### src/design/wdtgc_consts.vh
// constants for the guarded watchdog timer: offsets, fields, resets and timing
`ifndef WDTGC_CONSTS_VH
`define WDTGC_CONSTS_VH

// ============================================================
// register byte offsets
`define WDTGC_OFF_CTRL 8'h00
`define WDTGC_OFF_RST_STATUS 8'h04
`define WDTGC_OFF_IRQ_STATUS 8'h08
`define WDTGC_OFF_IRQ_MASK 8'h0C

// ============================================================
// watchdog_control fields
`define WDTGC_CTRL_CE 4
`define WDTGC_CTRL_EN 3
`define WDTGC_CTRL_PSEL_MSB 2
`define WDTGC_CTRL_PSEL_LSB 0
`define WDTGC_CTRL_RESET 8'h00

// reset_status_register and interrupt status / mask fields
`define WDTGC_RST_FLAG_BIT 0
`define WDTGC_IRQ_TMO_BIT 0

// ============================================================
// timing
`define WDTGC_OSC_HZ 32'h000F_4240
`define WDTGC_CE_CYCLES 3'h4
`define WDTGC_BASE_CYCLES 22'h00_4000

// ============================================================
// bus answers
`define WDTGC_RESP_OKAY 2'h0
`define WDTGC_RESP_SLVERR 2'h2

`endif

### src/design/wdtgc_top.v
// guarded watchdog timer with an axi4-lite register slave
`timescale 1ns/1ns
`default_nettype none
`include "wdtgc_consts.vh"

// Notes on behaviour
// (RULE1) counter advances only on ticks of the separate 1 MHz watchdog oscillator.
// (RULE2) the restart instruction clears the counter to zero.
// (RULE3) counter also clears while disabled and on any chip reset.
// (RULE4) an expired timeout without restart resets the device.
// (RULE5) timeout is 16384 oscillator cycles shifted left by the 3-bit select.
// (RULE6) control bits 7 to 5 always read as zero.
// (RULE7) a written change enable clears itself four clock cycles later.
// (RULE8) writing enable one enables; writing zero disables when guarded.
// (RULE9) enable only clears while change enable reads one.
// (RULE10) software sets change enable and enable together, then clears enable within four.
// (RULE11) the prescaler select changes only while change enable is set.
// (RULE12) with the safety fuse clear the watchdog starts disabled, freely enabled.
// (RULE13) with the safety fuse set it stays enabled and enable reads one.
// (RULE14) a timeout gives a one-cycle reset pulse.
// (RULE15) a timeout sets the reset flag; power-on reset or writing zero clears it.
// (RULE16) oscillator ticks cross into the cpu clock domain through synchronisers.
// (RULE17) a 21-bit counter supplies the eight selectable timeout lengths.
module wdtgc_top #(
  parameter CNT_W = 21
) (
  // clock, reset and watchdog pins
  input wire aclk,
  input wire aresetn,
  input wire wdt_osc_clk,
  input wire watchdog_restart_instr,
  input wire safety_level_fuse,
  output reg wdt_reset_pulse,
  output reg irq,
  // axi4-lite register slave
  input wire [7:0] s_axi_awaddr,
  input wire [2:0] s_axi_awprot,
  input wire s_axi_awvalid,
  output reg s_axi_awready,
  input wire [31:0] s_axi_wdata,
  input wire [3:0] s_axi_wstrb,
  input wire s_axi_wvalid,
  output reg s_axi_wready,
  output reg [1:0] s_axi_bresp,
  output reg s_axi_bvalid,
  input wire s_axi_bready,
  input wire [7:0] s_axi_araddr,
  input wire [2:0] s_axi_arprot,
  input wire s_axi_arvalid,
  output reg s_axi_arready,
  output reg [31:0] s_axi_rdata,
  output reg [1:0] s_axi_rresp,
  output reg s_axi_rvalid,
  input wire s_axi_rready
);

  // ============================================================
  // helpers
  function [CNT_W-1:0] tmo_last;
    input [2:0] sel;
    reg [31:0] t;
    begin
      // the 32-bit intermediate holds the longest count before it is cut
      t = ({10'h000, `WDTGC_BASE_CYCLES} << sel) - 32'h0000_0001;
      tmo_last = t[CNT_W-1:0];
    end
  endfunction

  // the two low address bits are ignored: every register is one aligned word
  function [7:0] word_addr;
    input [7:0] a;
    begin
      word_addr = {a[7:2], 2'b00};
    end
  endfunction

  // ============================================================
  // reset image of the control register
  localparam [7:0] CTRL_RST = `WDTGC_CTRL_RESET;
  localparam [0:0] EN_RST = CTRL_RST[`WDTGC_CTRL_EN];
  localparam [2:0] PSEL_RST = CTRL_RST[`WDTGC_CTRL_PSEL_MSB:`WDTGC_CTRL_PSEL_LSB];

  // ============================================================
  // state
  // two flops settle the sampled oscillator, the third finds its rising edge
  reg osc_s1_q;
  reg osc_s2_q;
  reg osc_s3_q;
  reg [CNT_W-1:0] wdt_cnt_q;
  reg [2:0] ce_cnt_q;
  reg en_q;
  reg [2:0] psel_q;
  reg rst_flag_q;
  reg irq_stat_q;
  reg irq_mask_q;
  reg [7:0] aw_addr_q;
  reg aw_have_q;
  reg [7:0] w_data_q;
  reg w_strb0_q;
  reg w_have_q;

  wire osc_tick;
  wire ce_open;
  wire en_eff;
  wire cnt_at_last;
  wire tmo_hit;
  wire wr_fire;
  wire wr_ok;
  wire wr_ctrl;
  wire wr_rst;
  wire wr_istat;
  wire wr_imask;
  wire wr_mapped;
  wire [7:0] ar_word;

  // ============================================================
  // decoded strobes
  assign osc_tick = osc_s2_q & ~osc_s3_q; // see RULE16
  assign ce_open = (ce_cnt_q != 3'h0);
  // the fuse overrides the enable bit without changing it, so clearing the
  // fuse brings back whatever software last wrote
  assign en_eff = en_q | safety_level_fuse; // see RULE13
  assign cnt_at_last = (wdt_cnt_q == tmo_last(psel_q)); // see RULE5
  // a restart in the cycle of the last tick wins over the timeout
  assign tmo_hit = en_eff & ~watchdog_restart_instr & osc_tick & cnt_at_last;
  // one write at a time: the next pair waits until the response is taken
  assign wr_fire = aw_have_q & w_have_q & ~s_axi_bvalid;
  assign wr_ok = wr_fire & w_strb0_q;
  assign wr_ctrl = wr_ok & (aw_addr_q == `WDTGC_OFF_CTRL);
  assign wr_rst = wr_ok & (aw_addr_q == `WDTGC_OFF_RST_STATUS);
  assign wr_istat = wr_ok & (aw_addr_q == `WDTGC_OFF_IRQ_STATUS);
  assign wr_imask = wr_ok & (aw_addr_q == `WDTGC_OFF_IRQ_MASK);
  assign wr_mapped = (aw_addr_q == `WDTGC_OFF_CTRL) || (aw_addr_q == `WDTGC_OFF_RST_STATUS) ||
                     (aw_addr_q == `WDTGC_OFF_IRQ_STATUS) || (aw_addr_q == `WDTGC_OFF_IRQ_MASK);
  assign ar_word = word_addr(s_axi_araddr);

  // ============================================================
  // oscillator crossing and timeout counter
  always @(posedge aclk) begin
    if (!aresetn) begin
      osc_s1_q <= 1'b0;
      osc_s2_q <= 1'b0;
      osc_s3_q <= 1'b0;
      wdt_cnt_q <= {CNT_W{1'b0}}; // see RULE3
      wdt_reset_pulse <= 1'b0;
    end else begin
      // the oscillator is far slower than aclk, so every tick is seen
      // limitation: each oscillator level must last two aclk cycles or ticks are lost
      osc_s1_q <= wdt_osc_clk; // see RULE1
      osc_s2_q <= osc_s1_q;
      osc_s3_q <= osc_s2_q;
      wdt_reset_pulse <= tmo_hit; // see RULE14
      // disable and restart come first so that a stale count never fires late
      if (!en_eff) begin
        wdt_cnt_q <= {CNT_W{1'b0}}; // see RULE3
      end else if (watchdog_restart_instr) begin
        wdt_cnt_q <= {CNT_W{1'b0}}; // see RULE2
      end else if (tmo_hit) begin
        wdt_cnt_q <= {CNT_W{1'b0}}; // see RULE4
      end else if (osc_tick) begin
        wdt_cnt_q <= wdt_cnt_q + {{(CNT_W-1){1'b0}}, 1'b1}; // see RULE17
      end
    end
  end

  // ============================================================
  // guarded control register
  always @(posedge aclk) begin
    if (!aresetn) begin
      ce_cnt_q <= 3'h0;
      en_q <= EN_RST; // see RULE12
      psel_q <= PSEL_RST;
    end else begin
      // only change enable written together with enable opens the window
      if (wr_ctrl && w_data_q[`WDTGC_CTRL_CE] && w_data_q[`WDTGC_CTRL_EN]) begin
        ce_cnt_q <= `WDTGC_CE_CYCLES; // see RULE10
      end else if (ce_open) begin
        ce_cnt_q <= ce_cnt_q - 3'h1; // see RULE7
      end
      if (wr_ctrl) begin
        if (w_data_q[`WDTGC_CTRL_EN]) begin
          en_q <= 1'b1; // see RULE8
        end else if (ce_open) begin
          en_q <= 1'b0; // see RULE9
        end
        // the opening write leaves the prescaler alone; the next write sets it
        if (ce_open) begin
          psel_q <= w_data_q[`WDTGC_CTRL_PSEL_MSB:`WDTGC_CTRL_PSEL_LSB]; // see RULE11
        end
      end
    end
  end

  // ============================================================
  // reset flag and interrupt; a timeout beats a clear in the same cycle
  always @(posedge aclk) begin
    if (!aresetn) begin
      rst_flag_q <= 1'b0;
      irq_stat_q <= 1'b0;
      irq_mask_q <= 1'b0;
      irq <= 1'b0;
    end else begin
      // the pulse only asks for a reset; the flag survives until aresetn or software
      if (tmo_hit) begin
        rst_flag_q <= 1'b1; // see RULE15
      end else if (wr_rst && !w_data_q[`WDTGC_RST_FLAG_BIT]) begin
        rst_flag_q <= 1'b0; // see RULE15
      end
      if (tmo_hit) begin
        irq_stat_q <= 1'b1;
      end else if (wr_istat && w_data_q[`WDTGC_IRQ_TMO_BIT]) begin
        irq_stat_q <= 1'b0;
      end
      if (wr_imask) begin
        irq_mask_q <= w_data_q[`WDTGC_IRQ_TMO_BIT];
      end
      // registered, so irq trails the status and mask bits by one cycle
      irq <= irq_stat_q & irq_mask_q;
    end
  end

  // ============================================================
  // axi4-lite write path: address and data taken in either order
  always @(posedge aclk) begin
    if (!aresetn) begin
      aw_addr_q <= 8'h00;
      aw_have_q <= 1'b0;
      w_data_q <= 8'h00;
      w_strb0_q <= 1'b0;
      w_have_q <= 1'b0;
      s_axi_awready <= 1'b0;
      s_axi_wready <= 1'b0;
      s_axi_bvalid <= 1'b0;
      s_axi_bresp <= `WDTGC_RESP_OKAY;
    end else begin
      // ready drops after a handshake so that one item is never taken twice
      s_axi_awready <= ~aw_have_q & ~(s_axi_awvalid & s_axi_awready) & ~s_axi_bvalid;
      s_axi_wready <= ~w_have_q & ~(s_axi_wvalid & s_axi_wready) & ~s_axi_bvalid;
      if (s_axi_awvalid && s_axi_awready) begin
        aw_addr_q <= word_addr(s_axi_awaddr);
        aw_have_q <= 1'b1;
      end
      // only byte 0 matters: every register lives in the low eight bits
      if (s_axi_wvalid && s_axi_wready) begin
        w_data_q <= s_axi_wdata[7:0];
        w_strb0_q <= s_axi_wstrb[0];
        w_have_q <= 1'b1;
      end
      if (wr_fire) begin
        aw_have_q <= 1'b0;
        w_have_q <= 1'b0;
        s_axi_bvalid <= 1'b1;
        s_axi_bresp <= wr_mapped ? `WDTGC_RESP_OKAY : `WDTGC_RESP_SLVERR;
      end else if (s_axi_bvalid && s_axi_bready) begin
        s_axi_bvalid <= 1'b0;
      end
    end
  end

  // ============================================================
  // axi4-lite read path
  reg [31:0] rd_word;
  reg rd_hit;
  always @* begin
    rd_word = 32'h0000_0000;
    rd_hit = 1'b1;
    if (ar_word == `WDTGC_OFF_CTRL) begin
      // top three bits stay zero; see RULE6
      rd_word[`WDTGC_CTRL_CE] = ce_open;
      rd_word[`WDTGC_CTRL_EN] = en_eff; // see RULE13
      rd_word[`WDTGC_CTRL_PSEL_MSB:`WDTGC_CTRL_PSEL_LSB] = psel_q;
    end else if (ar_word == `WDTGC_OFF_RST_STATUS) begin
      rd_word[`WDTGC_RST_FLAG_BIT] = rst_flag_q;
    end else if (ar_word == `WDTGC_OFF_IRQ_STATUS) begin
      rd_word[`WDTGC_IRQ_TMO_BIT] = irq_stat_q;
    end else if (ar_word == `WDTGC_OFF_IRQ_MASK) begin
      rd_word[`WDTGC_IRQ_TMO_BIT] = irq_mask_q;
    end else begin
      rd_hit = 1'b0;
    end
  end

  // ============================================================
  // read answer register
  always @(posedge aclk) begin
    if (!aresetn) begin
      s_axi_arready <= 1'b0;
      s_axi_rvalid <= 1'b0;
      s_axi_rdata <= 32'h0000_0000;
      s_axi_rresp <= `WDTGC_RESP_OKAY;
    end else begin
      s_axi_arready <= ~s_axi_rvalid & ~(s_axi_arvalid & s_axi_arready);
      // the word is captured at the address handshake and held until taken
      if (s_axi_arvalid && s_axi_arready) begin
        s_axi_rvalid <= 1'b1;
        s_axi_rdata <= rd_word;
        s_axi_rresp <= rd_hit ? `WDTGC_RESP_OKAY : `WDTGC_RESP_SLVERR;
      end else if (s_axi_rvalid && s_axi_rready) begin
        s_axi_rvalid <= 1'b0;
      end
    end
  end

endmodule // wdtgc_top
`default_nettype wire

### config.mk
export PLATFORM = sky130hd
export DESIGN_NAME = wdtgc_top
export DESIGN_NICKNAME = d
export VERILOG_FILES = /design/src/design/wdtgc_top.v
export VERILOG_INCLUDE_DIRS = /design/src /design/src/design
export SDC_FILE = /design/constraint.sdc
export NUM_CORES = 1
export LEC_CHECK = 0
export BUFFER_PORTS_ARGS = -buffer_cell sky130_fd_sc_hd__buf_2
export CORE_UTILIZATION = 50
export DETAILED_ROUTE_END_ITERATION = 8
export GPL_TIMING_DRIVEN = 0
export PLACE_DENSITY_LB_ADDON = 0.15
export SLEW_MARGIN = 20
export SYNTH_ARGS = -nofsm -noshare
export SYNTH_HDL_FRONTEND = slang
export SYNTH_SLANG_ARGS = --single-unit
export TNS_END_PERCENT = 20
### constraint.sdc
create_clock -name aclk -period 6.3 [get_ports aclk]
set_clock_uncertainty 0.05 [all_clocks]
set_input_delay 0.945 -clock aclk [delete_from_list [all_inputs] [get_ports aclk]]
set_output_delay 0.945 -clock aclk [all_outputs]
set_load 0.05 [all_outputs]
==> flow_summary_export.csv <==
group,metric,value,unit
run_status,status,"finished clean",
clock_tree,clock-sinks,62,
floorplanning,start_util,52.6,%
sta,final.min_clock_period,2260,ps
synth,number_of_enable_flip_flop_cells_after_synthesis,0,
global_route,grt_start_max_net_pins,12,
layout,n_fill_cell,535,
placement,buffer_ports.inserted,38,
clock_tree,cts_inserted_buffers,9,
clock_tree,cts_root_buf,"sky130_fd_sc_hd__clkbuf_8",
placement,hpwl,4250,microns
sta,totalNegativeSetupSlack,0,ps
clock_tree,clk_transition_reported_paths,60,ps
routing,drtPass1Iterations,5,
floorplanning,pin_count,111,
clock_tree,cts_hold_repair.buffers,0,
layout,area_growth_syn_to_layout,20.3,%
pwr,power_dens_cells,265,mW/mm^2
floorplanning,die_height,78.8,microns
synth,post-synth-top-count-cell,"sky130_fd_sc_hd__dfxtp_1",
setup_path,worstSetupPathType,"reg2reg",
clock_tree,clock_path_buffers,2,
routing,post-route-drc-count,0,
synth,ys_ff_latch,62,
clock_tree,ctsResizeCount,0,
synth,postSynth.asyncResetShare,0,%
synth,leading_area_contributor_after_synthesis,"sky130_fd_sc_hd__dfxtp_1",
sta,setup_viol,0,
sta,timing_max_transition_violations_final,0,
synth,yosys_most_used_dff,"sky130_fd_sc_hd__dfxtp_1",
routing,drt-vias-per-instance,5.00,
global_route,global_route_wire_length_before_repair,9550,microns
clock_tree,worstSkewPairLatency,330,ps
pwr,peakVddDrop,0.000198,V
routing,vias,2458,
global_route,aggregate_global_route_resource_usage,19.6,%
synth,synth.yosys.seq_area_share,42.1,%
routing,antenna_violating_nets_left,0,
setup_path,critPathArrivalTime,2410,ps
synth,mappedNetlistArea,0.00295,sq mm
global_route,vias_in_the_first_global_route,2148,
worst_hold_path,holdCritPathClass,"reg2reg",
sta,max_freq,0.442,GHz
floorplanning,placementRows,27,
setup_path,endpoint_kind,"register",
sta,timing.slew.headroom,63.2,%
placement,dp_worst_setup_slack,3720,ps
sta,rsz0062_at_grt,"false",
sta,number_of_endpoints_with_negative_hold_slack_in_the_final_report,0,
routing,wl,5820,microns
synth,ys_types,48,
setup_path,worstPathMaxFanout,10,
setup_path,worst_setup_path_start_kind,"register",
clock_tree,postCtsSetupRepairBufs,0,
floorplanning,design.die.area,0.00621,sq mm
global_route,grt_antenna_before_repair,0,
routing,average_wire_per_standard_cell,11.8,microns
setup_path,worst_endpoint_required_time,6450,ps
layout,design.final.nets,486,
floorplanning,horizontal_extent_of_the_die,78.8,microns
synth,synth.top_cells.by_area,"sky130_fd_sc_hd__dfxtp_1 42%, sky130_fd_sc_hd__buf_4 7.4%, sky130_fd_sc_hd__nand2_1 4.7%",
layout,drive_above_1_share,22.4,%
synth,synthesis.yosys.warnings,0,
floorplanning,core_region_area,0.00561,sq mm
synth,synth_largest_type_area_fraction,42.1,%
synth,synthesis.instances,338,
global_route,globalRoute.totalOverflow,0,
clock_tree,cts_tree,"built",
sta,final_clock_period_utilization_by_the_worst_path,35.9,%
placement,gp_congestion,0.764,
clock_tree,clock_tree.htree_level_count,3,
flow_run,cap_violations,0,
pwr,power.leakage,1.44,nW
synth,synth_common_cells,"62 x sky130_fd_sc_hd__dfxtp_1, 37 x sky130_fd_sc_hd__nand2_1, 29 x sky130_fd_sc_hd__buf_4",
layout,antenna-diode-count,0,
synth,syn-mean-instance-area,8.73,sq um
routing,initialDrtViolationCount,186,
sta,worstMarginPinSlew,543,ps
sta,layout_setup_ws,4040,ps
==> per-stage QoR <==
stage / instance area [sq um] / cells / utilization [%] / power, mW / hold slack, ps
3_3_place_gp: 3340 / 476 / 59.5 / 0.572 / 365
4_1_cts: 3550 / 492 / 63.3 / 0.951 / 393
2_1_floorplan: 3060 / 366 / - / 0.547 / 362
3_5_place_dp: 3340 / 476 / 59.5 / 0.574 / 378
5_1_grt: 3550 / 492 / 63.3 / 0.983 / 416
6_report: 3550 / 492 / 63.3 / 0.941 / 390
==> cells by family after synthesis <==
family,synth area share (%)
AOI/OAI and AO/OA,10.7
xor gates and xnor gates,5.94
adders and majority gates,1.27
buffers and inverters,11.0
DFF,42.1
muxes,2.12
other,0.127
and+or+nand+nor,26.8
==> flip-flops by register name, indices dropped and copies added (netlist names), 3 cells and up <==
name,cells
s_axi_rdata,5
ce_cnt_q,3
wdt_cnt_q,21
psel_q,3
w_data_q,5
aw_addr_q,6
==> layer usage <==
layer / routed length [microns] / part of all wire [%] / up-vias / GRT usage, %
met4: 63 / 1.1 / 0 / 8.00
met1: 2870 / 49 / 1101 / 25.0
met2: 2540 / 44 / 71 / 31.0
met5: 0 / 0 / - / 0
li1: - / - / 1279 / -
met3: 351 / 6.0 / 7 / 5.98
==> placed cells by master (no fill, tap or decap), types with 2 or more instances in the layout <==
master                      netlist  routed
sky130_fd_sc_hd__nor2_1          17      17
sky130_fd_sc_hd__nor3b_1          4       4
sky130_fd_sc_hd__clkbuf_8         0       9
sky130_fd_sc_hd__or4_1            5       5
sky130_fd_sc_hd__inv_1            7       7
sky130_fd_sc_hd__and3_1           5       5
sky130_fd_sc_hd__o21ai_0         10      10
sky130_fd_sc_hd__or3_1            3       3
sky130_fd_sc_hd__nor4b_1          2       2
sky130_fd_sc_hd__xnor2_1         14      14
sky130_fd_sc_hd__conb_1           1      29
sky130_fd_sc_hd__nand2b_1         3       3
sky130_fd_sc_hd__clkinv_2         0       2
sky130_fd_sc_hd__mux2i_1          4       4
sky130_fd_sc_hd__ha_1             3       3
sky130_fd_sc_hd__buf_2            4      42
sky130_fd_sc_hd__dfxtp_1         62      62
sky130_fd_sc_hd__xor2_1           6       6
sky130_fd_sc_hd__o21a_1           3       3
sky130_fd_sc_hd__a21oi_1         12      12
sky130_fd_sc_hd__clkbuf_1         8       9
sky130_fd_sc_hd__buf_6            2       2
sky130_fd_sc_hd__nor4_1           4       4
sky130_fd_sc_hd__bufinv_16        0       2
sky130_fd_sc_hd__nor3_1          18      18
sky130_fd_sc_hd__and2_1           4       4
sky130_fd_sc_hd__nor2b_1          3       3
sky130_fd_sc_hd__nand3_1         24      24
sky130_fd_sc_hd__nand4_1          9       9
sky130_fd_sc_hd__nand2_1         37      37
sky130_fd_sc_hd__a211oi_1         2       2
sky130_fd_sc_hd__a21boi_0        12      12
sky130_fd_sc_hd__and4_1           2       2
sky130_fd_sc_hd__buf_4           29      29
sky130_fd_sc_hd__nor3_2           2       2
sky130_fd_sc_hd__a22o_1           2       2
==> report_power, final <==
part	total, mW	internal (mW)	leakage [nW]	switching [mW]
sequential	0.419	0.409	0.503	0.0100
clock	0.375	0.222	0.106	0.153
combinational	0.147	0.0507	0.826	0.0965
==> worst max-delay path, cell delays in order, from the launching register on <==
cell                        delay, ps
sky130_fd_sc_hd__dfxtp_1          300
sky130_fd_sc_hd__clkbuf_1         180
sky130_fd_sc_hd__or4_1            510
sky130_fd_sc_hd__nor3_2           130
sky130_fd_sc_hd__a21oi_1          100
sky130_fd_sc_hd__a2111oi_4        580
sky130_fd_sc_hd__buf_6            220
sky130_fd_sc_hd__nor3_1            60
==> area by class of cell <==
class / instances / area [sq um] / share of cell area, %
sequential: 62 / 1240 / 35.0
inverter: 8 / 30.0 / 0.846
clock buffer: 10 / 128 / 3.60
timing repair buffer: 38 / 190 / 5.36
buffer: 44 / 294 / 8.28
tap: 72 / 90.1 / 2.54
multi-input combinational: 252 / 1490 / 42.0
clock inverter: 6 / 86.3 / 2.43
==> final timing paths <==
path	to	slack (ps)	depth (start not counted)	from
max	wdt_cnt_q[3]	4040	7	wdt_cnt_q[16]
min	osc_s2_q	390	1	osc_s1_q
max reg2reg	wdt_cnt_q[3]	4040	7	wdt_cnt_q[16]
min reg2reg	osc_s2_q	390	1	osc_s1_q
No activity file was read; power rests on OpenSTA's default activity.
